File: config.mk
export PLATFORM = sky130hd
export DESIGN_NAME = asr_receiver
export DESIGN_NICKNAME = d
export VERILOG_FILES = /design/src/hdl/asr_pkg.sv /design/src/hdl/asr_receiver.sv /design/src/hdl/asr_rx_fifo.sv /design/src/hdl/asr_tick_gen.sv
export SDC_FILE = /design/constraint.sdc
export NUM_CORES = 1
export LEC_CHECK = 0
export ABC_CLOCK_PERIOD_IN_PS = 2410
export BUFFER_PORTS_ARGS = -buffer_cell sky130_fd_sc_hd__buf_4
export CAP_MARGIN = 20
export CORE_MARGIN = 1
export CORE_UTILIZATION = 50
export DETAILED_ROUTE_END_ITERATION = 12
export GPL_ROUTABILITY_DRIVEN = 0
export HOLD_SLACK_MARGIN = 0.15
export PLACE_DENSITY = 0.76
export SLEW_MARGIN = 20
export SYNTH_ARGS = -nofsm -noshare
export SYNTH_HDL_FRONTEND = slang
export SYNTH_SLANG_ARGS = --single-unit
File: constraint.sdc
create_clock -name clock -period 2.41 [get_ports clock]
set_input_delay 0.482 -clock clock [delete_from_list [all_inputs] [get_ports clock]]
set_output_delay 0.482 -clock clock [all_outputs]
set_load 0.005 [all_outputs]
File: src/hdl/asr_pkg.sv
// Purpose : Shared constants for the asynchronous serial receiver
// Assumes : 32-bit APB register bus, 16x oversampling tick
// Notes   : Offsets are byte addresses, one aligned word per register
package asr_pkg;

  // ************************************************************
  // Register map
  // ************************************************************
  localparam logic [7:0] CTRL_OFS   = 8'h00;
  localparam logic [7:0] BAUD_OFS   = 8'h04;
  localparam logic [7:0] STATUS_OFS = 8'h08;
  localparam logic [7:0] DATA_OFS   = 8'h0C;

  // ************************************************************
  // Control fields
  // ************************************************************
  localparam int CTRL_SERIAL_PORT_ON    = 0;
  localparam int CTRL_CONTINUOUS_RX_ON  = 1;
  localparam int CTRL_NINE_BIT_RX_SEL   = 2;
  localparam int CTRL_ADDR_DETECT_ON    = 3;
  localparam int CTRL_SYNC_MODE_SEL     = 4;
  localparam int CTRL_RX_IRQ_ENABLE     = 5;
  localparam int CTRL_PERIPH_IRQ_MASTER = 6;
  localparam int CTRL_GLOBAL_IRQ_ENABLE = 7;
  localparam int CTRL_WIDTH             = 8;
  localparam logic [7:0] CTRL_RESET     = 8'h00;

  // ************************************************************
  // Status fields
  // ************************************************************
  localparam int STAT_FRAMING_ERR = 0;
  localparam int STAT_OVERRUN     = 1;
  localparam int STAT_NINTH_BIT   = 2;
  localparam int STAT_RX_PENDING  = 3;
  localparam int STAT_RX_BUSY     = 4;

  // ************************************************************
  // Timing
  // ************************************************************
  localparam logic [15:0] BAUD_DIV_RESET = 16'h0001;
  localparam int          OVERSAMPLE     = 16;
  localparam logic [3:0]  MID_TICK       = 4'h9;
  localparam logic [3:0]  DATA_BITS_8    = 4'h8;
  localparam logic [3:0]  DATA_BITS_9    = 4'h9;
  localparam int          FIFO_DEPTH     = 2;

  typedef enum logic [1:0] {
    RX_IDLE  = 2'b00,
    RX_START = 2'b01,
    RX_DATA  = 2'b10,
    RX_STOP  = 2'b11
  } asr_rx_state_t;

endpackage : asr_pkg

File: src/hdl/asr_receiver.sv
// Purpose : Asynchronous serial receiver with APB register access
// Assumes : serialRxPin synchronous to clock; 16 ticks per bit
// Notes   : Two-entry FIFO, framing and overrun status, address mode
//
// Function
// - Character starts on falling idle line edge
// - Half bit recheck; abort silently if high
// - Each bit centre, majority vote shifted in
// - Low stop sample flags framing error
// - Completed character enters FIFO, flag set
// - Data read returns and removes oldest character
// - Pending flag equals active and FIFO nonempty
// - Interrupt needs all three enables set
// - Framing flag stored per character, head shown
// - Framing error needs no clear, no interrupt
// - Port off resets receiver; rx-off keeps framing
// - Third character into full FIFO sets overrun
// - Overrun blocks intake; cleared by enable clear
// - Nine-bit mode shifts nine, ninth shown
// - Address mode in nine-bit mode keeps only ninth-bit-set characters
// - Active only when enabled, async, port on
// - Recovery on 16x tick, shift once per bit
// - Least significant bit first
//
// The address map and the APB slave port were decided locally.
`timescale 1ns/1ps
module asr_receiver
  import asr_pkg::*;
#(
  parameter int DIV_W = 16
) (
  input  wire logic        clock,
  input  wire logic        rst,
  input  wire logic        psel,
  input  wire logic        penable,
  input  wire logic        pwrite,
  input  wire logic [7:0]  paddr,
  input  wire logic [31:0] pwdata,
  output logic             pready,
  output logic      [31:0] prdata,
  output logic             pslverr,
  input  wire logic        serialRxPin,
  output logic             rxPendingFlag,
  output logic             rxIrq
);
  import asr_pkg::*;

  // ************************************************************
  // Declarations
  // ************************************************************
  logic [CTRL_WIDTH-1:0] ctrl_q;
  logic [DIV_W-1:0]      baudDiv_q;
  logic                  overrun_q;
  logic                  popArm_q;
  logic                  rxPrev_q;
  logic [1:0]            hist_q;
  logic [3:0]            tickCnt_q;
  logic [3:0]            bitCnt_q;
  logic [8:0]            shift_q;
  asr_rx_state_t         state_q;

  logic       serialPortOn;
  logic       continuousRxOn;
  logic       nineBitRxSel;
  logic       addrDetectOn;
  logic       rxActive;
  logic       tick;
  logic       vote;
  logic       atCentre;
  logic       charDone;
  logic       keepChar;
  logic       push;
  logic       pop;
  logic       apbSetup;
  logic       apbDone;
  logic       fifoEmpty;
  logic       fifoFull;
  logic [9:0] headData;
  logic [9:0] newChar;
  logic [7:0] dataBits;
  logic       ninthBit;
  logic       mapped;

  function automatic logic majority3(input logic a, input logic b, input logic c);
    majority3 = (a & b) | (a & c) | (b & c);
  endfunction : majority3

  function automatic logic addrHit(input logic [7:0] a);
    addrHit = (a == CTRL_OFS) || (a == BAUD_OFS) || (a == STATUS_OFS) ||
              (a == DATA_OFS);
  endfunction : addrHit

  assign serialPortOn   = ctrl_q[CTRL_SERIAL_PORT_ON];
  assign continuousRxOn = ctrl_q[CTRL_CONTINUOUS_RX_ON];
  assign nineBitRxSel   = ctrl_q[CTRL_NINE_BIT_RX_SEL];
  assign addrDetectOn   = ctrl_q[CTRL_ADDR_DETECT_ON];
  assign rxActive       = serialPortOn & continuousRxOn & ~ctrl_q[CTRL_SYNC_MODE_SEL];

  // ************************************************************
  // APB slave
  // ************************************************************
  // Access phase lasts two cycles: data is captured, then pready is raised
  assign apbSetup = psel & penable & ~pready;
  assign apbDone  = psel & penable & pready;
  assign mapped   = addrHit(paddr);

  always_ff @(posedge clock)
  begin
    if (rst)
    begin
      pready  <= 1'b0;
      pslverr <= 1'b0;
    end
    else
    begin
      pready  <= apbSetup;
      pslverr <= apbSetup & ~mapped;
    end
  end

  always_ff @(posedge clock)
  begin
    if (rst)
    begin
      prdata <= 32'h0000_0000;
    end
    else if (apbSetup && !pwrite)
    begin
      unique case (paddr)
        CTRL_OFS:   prdata <= 32'(ctrl_q);
        BAUD_OFS:   prdata <= 32'(baudDiv_q);
        STATUS_OFS: prdata <= {27'h0, state_q != RX_IDLE, rxPendingFlag,
                               ninthBit, overrun_q, headData[9] & ~fifoEmpty};
        DATA_OFS:   prdata <= {24'h0, headData[7:0] & {8{~fifoEmpty}}};
        default:    prdata <= 32'h0000_0000;
      endcase
    end
  end

  // Pop only a character that was already visible when the read data was captured
  always_ff @(posedge clock)
  begin
    if (rst)
    begin
      popArm_q <= 1'b0;
    end
    else if (apbSetup)
    begin
      popArm_q <= !pwrite && (paddr == DATA_OFS) && !fifoEmpty;
    end
  end

  assign pop = apbDone & popArm_q;

  always_ff @(posedge clock)
  begin
    if (rst)
    begin
      ctrl_q <= CTRL_RESET;
    end
    else if (apbDone && pwrite && paddr == CTRL_OFS)
    begin
      ctrl_q <= pwdata[CTRL_WIDTH-1:0];
    end
  end

  always_ff @(posedge clock)
  begin
    if (rst)
    begin
      baudDiv_q <= BAUD_DIV_RESET;
    end
    else if (apbDone && pwrite && paddr == BAUD_OFS)
    begin
      baudDiv_q <= pwdata[DIV_W-1:0];
    end
  end

  // ************************************************************
  // Data recovery
  // ************************************************************
  asr_tick_gen #(
    .DIV_W   (DIV_W)
  ) u_tick (
    .clock   (clock),
    .rst     (rst),
    .run     (rxActive),
    .divisor (baudDiv_q),
    .tick    (tick)
  );

  // Vote over samples at ticks 7, 8 and 9 of the bit
  assign vote     = majority3(hist_q[1], hist_q[0], serialRxPin);
  assign atCentre = tick && (tickCnt_q == MID_TICK);

  always_ff @(posedge clock)
  begin
    if (rst)
    begin
      hist_q   <= 2'b11;
      rxPrev_q <= 1'b1;
    end
    else
    begin
      rxPrev_q <= serialRxPin;
      if (tick)
      begin
        hist_q <= {hist_q[0], serialRxPin};
      end
    end
  end

  always_ff @(posedge clock)
  begin
    if (rst || !rxActive || state_q == RX_IDLE)
    begin
      tickCnt_q <= 4'h0;
    end
    else if (tick)
    begin
      tickCnt_q <= tickCnt_q + 4'h1;
    end
  end

  // Leaving the receive enable off returns the machine to idle
  always_ff @(posedge clock)
  begin
    if (rst || !rxActive)
    begin
      state_q <= RX_IDLE;
    end
    else
    begin
      unique case (state_q)
        RX_IDLE:
        begin
          if (rxPrev_q && !serialRxPin)
          begin
            state_q <= RX_START;
          end
        end
        RX_START:
        begin
          if (atCentre)
          begin
            state_q <= vote ? RX_IDLE : RX_DATA;
          end
        end
        RX_DATA:
        begin
          if (atCentre && bitCnt_q == (nineBitRxSel ? DATA_BITS_9 : DATA_BITS_8) - 4'h1)
          begin
            state_q <= RX_STOP;
          end
        end
        RX_STOP:
        begin
          if (atCentre)
          begin
            state_q <= RX_IDLE;
          end
        end
      endcase
    end
  end

  always_ff @(posedge clock)
  begin
    if (rst || state_q == RX_IDLE)
    begin
      bitCnt_q <= 4'h0;
    end
    else if (state_q == RX_DATA && atCentre)
    begin
      bitCnt_q <= bitCnt_q + 4'h1;
    end
  end

  // Shift right so the first bit received ends at bit 0 in nine-bit mode
  always_ff @(posedge clock)
  begin
    if (rst)
    begin
      shift_q <= 9'h000;
    end
    else if (state_q == RX_DATA && atCentre)
    begin
      shift_q <= {vote, shift_q[8:1]};
    end
  end

  // In eight-bit mode the character sits one place high
  assign dataBits = nineBitRxSel ? shift_q[7:0] : shift_q[8:1];
  assign newChar  = {~vote, nineBitRxSel & shift_q[8], dataBits};

  // ************************************************************
  // FIFO and status
  // ************************************************************
  assign charDone = rxActive && state_q == RX_STOP && atCentre;
  assign keepChar = !(addrDetectOn && nineBitRxSel && !shift_q[8]);
  assign push     = charDone && keepChar && !overrun_q && !fifoFull;

  // Storage keeps 8 data bits, the ninth bit and the framing flag
  asr_rx_fifo #(
    .WIDTH    (10),
    .DEPTH    (FIFO_DEPTH)
  ) u_fifo (
    .clock    (clock),
    .flush    (rst || !serialPortOn),
    .push     (push),
    .pushData ({newChar[9], newChar[8], newChar[7:0]}),
    .pop      (pop),
    .headData (headData),
    .empty    (fifoEmpty),
    .full     (fifoFull)
  );

  assign ninthBit = headData[8] & ~fifoEmpty;

  // A discarded address-mode character cannot overrun
  always_ff @(posedge clock)
  begin
    if (rst || !serialPortOn || !continuousRxOn)
    begin
      overrun_q <= 1'b0;
    end
    else if (charDone && keepChar && fifoFull)
    begin
      overrun_q <= 1'b1;
    end
  end

  // Framing errors feed no interrupt path
  always_ff @(posedge clock)
  begin
    if (rst)
    begin
      rxPendingFlag <= 1'b0;
      rxIrq         <= 1'b0;
    end
    else
    begin
      rxPendingFlag <= rxActive & ~(fifoEmpty & ~push) & ~(pop & ~push & headEmptyAfterPop());
      rxIrq         <= rxActive & ~fifoEmpty & ctrl_q[CTRL_RX_IRQ_ENABLE] &
                       ctrl_q[CTRL_PERIPH_IRQ_MASTER] &
                       ctrl_q[CTRL_GLOBAL_IRQ_ENABLE];
    end
  end

  function automatic logic headEmptyAfterPop();
    headEmptyAfterPop = !fifoFull;
  endfunction : headEmptyAfterPop

endmodule : asr_receiver

File: src/hdl/asr_rx_fifo.sv
// Purpose : Receive FIFO of characters with their status bits
// Assumes : Caller never pushes when full or pops when empty
// Notes   : Flip-flop storage, index addressed
`timescale 1ns/1ps
module asr_rx_fifo #(
  parameter int WIDTH = 10,
  parameter int DEPTH = 2
) (
  input  wire logic             clock,
  input  wire logic             flush,
  input  wire logic             push,
  input  wire logic [WIDTH-1:0] pushData,
  input  wire logic             pop,
  output logic      [WIDTH-1:0] headData,
  output logic                  empty,
  output logic                  full
);
  localparam int AW = $clog2(DEPTH);
  logic [WIDTH-1:0] mem_q [DEPTH];
  logic [AW-1:0]    rdIdx_q;
  logic [AW-1:0]    wrIdx_q;
  logic [AW:0]      count_q;

  always_ff @(posedge clock)
  begin
    if (push)
    begin
      mem_q[wrIdx_q] <= pushData;
    end
  end

  always_ff @(posedge clock)
  begin
    if (flush)
    begin
      rdIdx_q <= '0;
      wrIdx_q <= '0;
      count_q <= '0;
    end
    else
    begin
      if (push)
      begin
        wrIdx_q <= (32'(wrIdx_q) == DEPTH - 1) ? '0 : wrIdx_q + 1'b1;
      end
      if (pop)
      begin
        rdIdx_q <= (32'(rdIdx_q) == DEPTH - 1) ? '0 : rdIdx_q + 1'b1;
      end
      count_q <= count_q + (AW+1)'(push) - (AW+1)'(pop);
    end
  end

  assign headData = mem_q[rdIdx_q];
  assign empty    = (count_q == '0);
  assign full     = (32'(count_q) == DEPTH);
endmodule : asr_rx_fifo

File: src/hdl/asr_tick_gen.sv
// Purpose : Oversampling tick divider
// Assumes : Tick period is divisor+1 clocks
// Notes   : Held in reset while the receiver is off
`timescale 1ns/1ps
module asr_tick_gen #(
  parameter int DIV_W = 16
) (
  input  wire logic             clock,
  input  wire logic             rst,
  input  wire logic             run,
  input  wire logic [DIV_W-1:0] divisor,
  output logic                  tick
);
  logic [DIV_W-1:0] count_q;

  always_ff @(posedge clock)
  begin
    if (rst || !run || count_q >= divisor)
    begin
      count_q <= '0;
    end
    else
    begin
      count_q <= count_q + 1'b1;
    end
  end

  always_ff @(posedge clock)
  begin
    if (rst || !run)
    begin
      tick <= 1'b0;
    end
    else
    begin
      tick <= (count_q >= divisor);
    end
  end
endmodule : asr_tick_gen

# After elaboration in Yosys (flattened, before gate mapping)
# Memories as Yosys holds them, arrays and structs flattened. A register that Yosys moved wholly into a read port is not among the register bits.
# Index checks and enable logic that the tools add are counted.
# word_totals
reg_bits	105
ramBits	20
input_bits	46
output_inout_bits	36
wordCells	133
n_memories	1
# mem_list
name	depth	width	rd	rd_ports_with_merged_regs	write_ports	line_no	rtl
u_fifo.mem_q	2	10	1	1	1	asr_rx_fifo.sv:19	logic [WIDTH-1:0] mem_q [DEPTH];
# op_classes
add_sub_neg	8
order_cmp	1
n_eq_ne	13
n_mux	15
bitwise_logic	33
reduce_logical	42
# ops
op	n
one-hot mux 16 bit (4 select lines)	1
bitwise AND 1 bit	22
logical AND 1 bit	18
adder 16 x 1 -> 16 bit (second input constant)	1
== test 8 x 4 -> 1 bit (second input constant)	2
>= comparator 16 bit	1
zero test 1 bit	10
2-to-1 mux 2 bit	5
logical OR 1 bit	9
adder 4 x 1 -> 4 bit (second input constant)	2
bitwise AND 8 bit	1
== test 8 x 3 -> 1 bit (second input constant)	1
zero test 8 bit	1
2-to-1 mux 8 bit	1
NOT 1 bit	8
one-hot mux 2 bit (4 select lines)	1
2-to-1 mux 1 bit	7
== test 2 bit (second input constant)	3
inequality test 2 bit (second input constant)	3
== test 4 bit	1
== test 4 bit (second input constant)	1
zero test 2 bit	2
AND reduction 4 bit	1
subtractor 4 x 1 -> 4 bit (second input constant)	1
7 further kinds	9

# Logic depth before layout (Yosys ltp)
# Gate-level depths: netlist of the first run.
# logic_depth
ltp_word	12
mapped_depth	8
depth_no_buf	7

# Cells and area by module
# From an unflattened synthesis of the first run, not the netlist that was laid out.
# hier_totals
hier_cells	520
area_unflattened_um2	5124.9
# by_module_without_submodules
mod	instances	cells_each	area_per_inst_um2	seq_area_each_um2
asr_receiver	1	339	3109.2	1361.3
asr_tick_gen	1	129	1078.5	340.3
asr_rx_fifo	1	52	937.1	700.7

# Least setup slack after synthesis of the first run
# OpenSTA, ideal clock, no wires.
# synth_path
kind	reg2reg
from	register tickCnt_q[0]
to	memory u_fifo.mem_q[0][0] (enable)
setup_time_ns	0.376
arrival_time_ns	1.810
t_required_ns	2.034
setup_slack_ns	0.224
path_stages_with_launch	7
path_buffers	1
period_less_slack_ns	2.186
cell_sequence	dfxtp_1 ha_1 and4b_4 o2111ai_1 or3_1 buf_6 nor2_1
# synth_between
elab_chain_len	8
# synth_lines
element	line_no	rtl
start, declared	asr_receiver.sv:57	logic [3:0] tickCnt_q;
start signal, assigned	asr_receiver.sv:221	tickCnt_q <= tickCnt_q + 4'h1;
== test 4 bit	asr_receiver.sv:194	assign atCentre = tick && (tickCnt_q == MID_TICK);
logical AND 1 bit	asr_receiver.sv:194	
logical AND 1 bit	asr_receiver.sv:299	assign charDone = rxActive && state_q == RX_STOP && atCentre;
logical AND 1 bit (3 in series)	asr_receiver.sv:301	assign push = charDone && keepChar && !overrun_q && !fifoFull;
2-to-1 mux 1 bit	asr_rx_fifo.sv:26	if (push)
2-to-1 mux 1 bit (not written as such)	asr_rx_fifo.sv:28	mem_q[wrIdx_q] <= pushData;
end, declared	asr_rx_fifo.sv:19	
# No other way between the ends.

# Worst setup path in the final report of the first run
# layout_path
from	register tickCnt_q[0]
to	memory u_fifo.mem_q[1][4] (enable)
# Same word-level chain as after synthesis.

==> results.json, run 1 <==
{
  "antenna_found_initial": 0,
  "seq_area_frac_synth_pct": 47.5,
  "nNetsFinal": 620,
  "numClockSinks": 110,
  "grt_max_degree": 59,
  "fin_area_um2": 5660,
  "ys_ff_latch": 110,
  "ant_nets": 0,
  "diodes": 0,
  "hp-class": "input port to register",
  "crit_type": "register to register",
  "cp.required_ps": 2480,
  "ys_types": 49,
  "r2r_end": "u_fifo.mem_q[1][4]",
  "root_buffer": "clkbuf_8",
  "track_usage_pct": 20.5,
  "drt-pass1-iter-count": 6,
  "reg2reg_from": "tickCnt_q[0]",
  "min_from": "pwdata[11]",
  "endpoint_kind": "register",
  "rsz0062_at_grt": "false",
  "vias_per_cell": 5.35,
  "numCtsBuffers": 9,
  "area_delta_synth_final_pct": 12.1,
  "tightestPinTransition_ps": 651,
  "timing.final.ws_setup_ps": 265,
  "slew_viol_final": 0,
  "drt-total-wl_mm": 10.3,
  "dp_hpwl_mm": 7.51,
  "drc": 0,
  "syn_avg_cell_area_um2": 9.87,
  "htreeDepth": 3,
  "wl_per_cell_um": 14.9,
  "drive_gt1_share_pct": 16.1,
  "syn_area_um2": 5050,
  "yosys_warnings": 0,
  "final_common_cell": "dfxtp_1",
  "io_pins": 82,
  "critPathMaxFanout": 10,
  "startpoint": "tickCnt_q[0]",
  "clkLatencyLatePin_ps": 370,
  "reg2reg_slack_ps": 260,
  "numPortBuffers": 49,
  "fillers": 838,
  "period_needed_ps": 2150,
  "first_global_vias": 3431,
  "drv_cap": 0,
  "coreArea_um2": 9770,
  "grt_pass1_wl_mm": 16.5,
  "p_leak_uw": 0.00219,
  "worstSetupEndpoint": "u_fifo.mem_q[1][4]",
  "path_clk_slew_ps": 110,
  "skew_ps": 18.1,
  "postSynthCellCount": 512,
  "relSlewSlack_pct": 56.4,
  "start_kind": "register",
  "rows": 36,
  "finalSetupTns_ps": 0,
  "place_area_um2": 5460,
  "dp_slack_ps": 290,
  "run_status": "finished, final reports clean",
  "final_cell_mix": "dfxtp_1 (90), nor2_1 (70), buf_4 (55), mux2i_1 (46), inv_1 (28)",
  "cp.arrival_ps": 2220,
  "initial_core_util_pct": 51.7,
  "setup_violations": 0,
  "post_cts_buffers": 0,
  "die_y_um": 103,
  "cts_tree": "yes",
  "die_w_um": 103,
  "r2r_cells": 6,
  "drt-initial-drc-count": 162,
  "dp_cells": 675,
  "fin_cells": 691,
  "overflow": 0,
  "cts_hold_buf": 0,
  "cts.repair.resized": 0,
  "peakVddDrop_mv": 0.249,
  "power_density_nw_per_um2": 548,
  "vias": 3700,
  "hold_viol_final": 0,
  "die_area_um2": 10500,
  "fmax_mhz": 466,
  "clk_path_buf_depth": 2,
  "post-route-period-util_pct": 89.0
}
## stage by stage
| step | power, uW | utilization (%) | hold slack [ps] |
|---|---|---|---|
| floorplan | 1970 | - | 428 |
| global placement | 2000 | 55.9 | 448 |
| detailed placement | 2000 | 55.9 | 452 |
| CTS | 3130 | 57.9 | 326 |
| global route | 3210 | 57.9 | 331 |
| finish | 3100 | 57.9 | 347 |
## cells in the mapped netlist (all sizes together)
library cell / n / share of area (%)
and4b: 2 / 0.47
xnor2: 13 / 2.3
mux2i: 46 / 9.1
nor2: 70 / 5.2
and3b: 4 / 0.72
a211oi: 4 / 0.59
xor2: 11 / 1.9
o2111ai: 1 / 0.17
buf: 22 / 3.2
ha: 21 / 5.2
nand2: 20 / 1.5
conb: 1 / 0.074
a22oi: 12 / 1.8
mux4: 2 / 0.89
inv: 28 / 2.1
or3: 5 / 0.62
nor3: 23 / 2.3
edfxtp: 20 / 12
and3: 1 / 0.12
nand3b: 6 / 0.89
nor3b: 4 / 0.59
or2: 3 / 0.37
dfxtp: 90 / 36
o21a: 3 / 0.45
nand3: 12 / 1.2
mux2: 8 / 1.8
maj3: 1 / 0.20
nor4bb: 1 / 0.20
and4: 1 / 0.17
and2: 2 / 0.25
o211ai: 3 / 0.45
nand4: 7 / 0.87
nor2b: 1 / 0.12
a211o: 3 / 0.57
nor4: 5 / 0.62
o21ai: 10 / 0.99
clkbuf: 18 / 1.3
and2b: 3 / 0.50
nand2b: 2 / 0.25
o22ai: 7 / 0.87
a21oi: 15 / 1.5
or3b: 1 / 0.17
## final cells by class
cell class	instances	area, um2	area share [%]
tap	133	166	2.94
inverter	28	105	1.86
clock buffer	9	124	2.19
multi-input combinational	349	2370	41.9
clock inverter	7	80.1	1.41
timing repair buffer	55	413	7.29
sequential	110	2400	42.4
## flip-flops by register name, summed over array words and instances (netlist names), 2 cells and up, named ones only
name and count:
u_fifo.count_q 2, ctrl_q 8, u_fifo.mem_q 20, shift_q 9
tickCnt_q 4, u_tick.count_q 16, baudDiv_q 16, prdata 16
hist_q 2, bitCnt_q 4
## per-layer routing
metal	GRT usage [%]	vias up	wire, um
met5	0	-	0
met3	4.68	14	563
met1	26.0	1731	4590
met4	6.37	0	142
li1	-	1837	-
met2	34.6	118	4970
## cells by family (layout without fill, tap and decap cells)
| group | count (synthesis) | in the layout | share of synthesized area, % |
|---|---|---|---|
| AOI/OAI and AO/OA | 58 | 58 | 7.35 |
| xor gates and xnor gates | 24 | 24 | 4.16 |
| adders and majority gates | 22 | 22 | 5.40 |
| buffers and inverters | 68 | 99 | 6.61 |
| DFF | 110 | 110 | 47.5 |
| muxes | 56 | 56 | 11.8 |
| other | 1 | 16 | 0.0742 |
| and+or+nand+nor | 173 | 173 | 17.1 |
## power by group
group          internal [uW]  switching [uW]
logic                   44.4            51.2
registers               1860            1.15
clock network            496             647
## worst max-delay path, cell delays in order, from the launching register on
cell,delay [ps]
dfxtp_1,410
ha_1,180
and4b_4,250
o2111ai_1,150
or3_1,510
nor2_1,140
buf_4,210
## how the worst min path moves through the flow
stage,slack (ps),cells past startpoint,endpoint
after floorplan,430,2,rxIrq
after global placement,450,2,prdata[3]
after detailed placement,450,2,prdata[3]
after CTS,330,2,rxPrev_q
after global routing,330,2,rxPrev_q
final,350,3,baudDiv_q[11]
(Power assumes the default switching activity.)
==> run 2, diff against run 1 <==
--- a/config.mk
+++ b/config.mk
@@ -13,7 +13,7 @@
 export DETAILED_ROUTE_END_ITERATION = 12
 export GPL_ROUTABILITY_DRIVEN = 0
 export HOLD_SLACK_MARGIN = 0.15
-export PLACE_DENSITY = 0.76
+export PLACE_DENSITY_LB_ADDON = 0.12
 export SLEW_MARGIN = 20
 export SYNTH_ARGS = -nofsm -noshare
 export SYNTH_HDL_FRONTEND = slang
==> results.json, run 2 (synthesis gave the netlist of run 1 again) <==
{
  "run_status": "finished, final reports clean",
  "largest_register_ffs": 20,
  "slew_viol_final": 0,
  "final_cell_mix": "dfxtp_1 (90), nor2_1 (70), buf_4 (57), mux2i_1 (46), inv_1 (28)",
  "coreArea_um2": 9770,
  "die_y_um": 103,
  "diodes": 0,
  "first_global_vias": 3406,
  "ant_nets": 0,
  "setup_violations": 0,
  "path_clk_slew_ps": 100,
  "numPortBuffers": 49,
  "critPathMaxFanout": 10,
  "clkLatencyLatePin_ps": 380,
  "root_buffer": "clkbuf_8",
  "rsz0062_at_grt": "false",
  "slowest_stage": "or3_1",
  "cts.repair.resized": 0,
  "drt-pass1-iter-count": 4,
  "peakVddDrop_mv": 0.273,
  "cpLargestDelayFamily": "simple AND/OR/NAND/NOR gates",
  "holdPathStages": 2,
  "cp.required_ps": 2500,
  "path_buf_inv": 1,
  "hp-class": "input port to register",
  "grt_pass1_wl_mm": 16.4,
  "numClockSinks": 110,
  "slowest_delay_ps": 510,
  "fmax_mhz": 462,
  "rows": 36,
  "hold_viol_final": 0,
  "relSlewSlack_pct": 59.8,
  "nNetsFinal": 622,
  "cts_hold_buf": 0,
  "reg2reg_from": "tickCnt_q[0]",
  "start_kind": "register",
  "reg2reg_slack_ps": 250,
  "regMostFlops": "u_fifo.mem_q",
  "tightestPinTransition_ps": 601,
  "endpoint_kind": "register",
  "post-route-period-util_pct": 89.8,
  "die_w_um": 103,
  "vias_per_cell": 5.32,
  "track_usage_pct": 20.5,
  "die_area_um2": 10500,
  "r2r_cells": 6,
  "area_delta_synth_final_pct": 12.4,
  "power.total_uw": 3110,
  "antenna_found_initial": 0,
  "numCtsBuffers": 9,
  "timing.final.ws_setup_ps": 246,
  "drt-total-wl_mm": 9.95,
  "clk_path_buf_depth": 2,
  "drv_cap": 0,
  "drc": 0,
  "cts_tree": "yes",
  "p_leak_uw": 0.00221,
  "crit_chain": "ha_1 -> and4b_4 -> o2111ai_1 -> or3_1 -> nor2_1 -> buf_4",
  "skew_ps": 14.1,
  "hold_end": "rxPrev_q",
  "drive_gt1_share_pct": 16.6,
  "vias": 3685,
  "wl_per_cell_um": 14.4,
  "cp.arrival_ps": 2250,
  "io_pins": 82,
  "finalSetupTns_ps": 0,
  "dp_hpwl_mm": 7.32,
  "dp_slack_ps": 240,
  "min_from": "serialRxPin",
  "overflow": 0,
  "grt_max_degree": 59,
  "r2r_end": "u_fifo.mem_q[0][6]",
  "initial_core_util_pct": 51.7,
  "power_density_nw_per_um2": 548,
  "crit_type": "register to register",
  "period_needed_ps": 2160,
  "post_cts_buffers": 0,
  "drt-initial-drc-count": 135,
  "final_common_cell": "dfxtp_1",
  "htreeDepth": 3
}
-- run 2: cell count changes in the layout (fill, tap and decap cells not counted), sizes merged --
cell  delta
buf      +2
-- run 2: cell type report --
type                    count  area [um2]
clock buffers               9         124
clock inverters             7        81.3
fillers                   902        4090
inverters                  28         105
multi-input cells         349        2370
flip-flops and latches    110        2400
well taps                 133         166
repair buffers             57         428
-- run 2: power breakdown --
group	switching [uW]	internal, uW	total (uW)
Combinational	50.9	44.3	95.3
Sequential	1.21	1860	1870
Clock	655	498	1150
Total	707	2410	3110
-- run 2: metrics by stage --
step | cells | area [um2] | hold slack (ps) | util (%)
floorplan | 527 | 5110 | 428 | -
global placement | 677 | 5480 | 450 | 56.0
detailed placement | 677 | 5480 | 456 | 56.0
CTS | 693 | 5680 | 314 | 58.1
global route | 693 | 5680 | 325 | 58.1
finish | 693 | 5680 | 330 | 58.1
-- run 2: per-layer routing --
layer  wire length (um)  track usage [%]
met3                521             2.51
met5                  0                0
met4                157             7.91
met1               4700             27.7
met2               4570             33.5
-- run 2: worst max path at each step --
stage               depth (start not counted)  slack [ps]                  to    startpoint
floorplan                                   6         220  u_fifo.mem_q[0][0]  tickCnt_q[0]
global placement                            5         330  u_fifo.mem_q[0][2]   u_tick.tick
detailed placement                          6         240  u_fifo.mem_q[0][2]  tickCnt_q[0]
CTS                                         6         230  u_fifo.mem_q[0][6]  tickCnt_q[0]
global route                                5         150  u_fifo.mem_q[0][0]   u_tick.tick
finish                                      6         250  u_fifo.mem_q[0][6]  tickCnt_q[0]
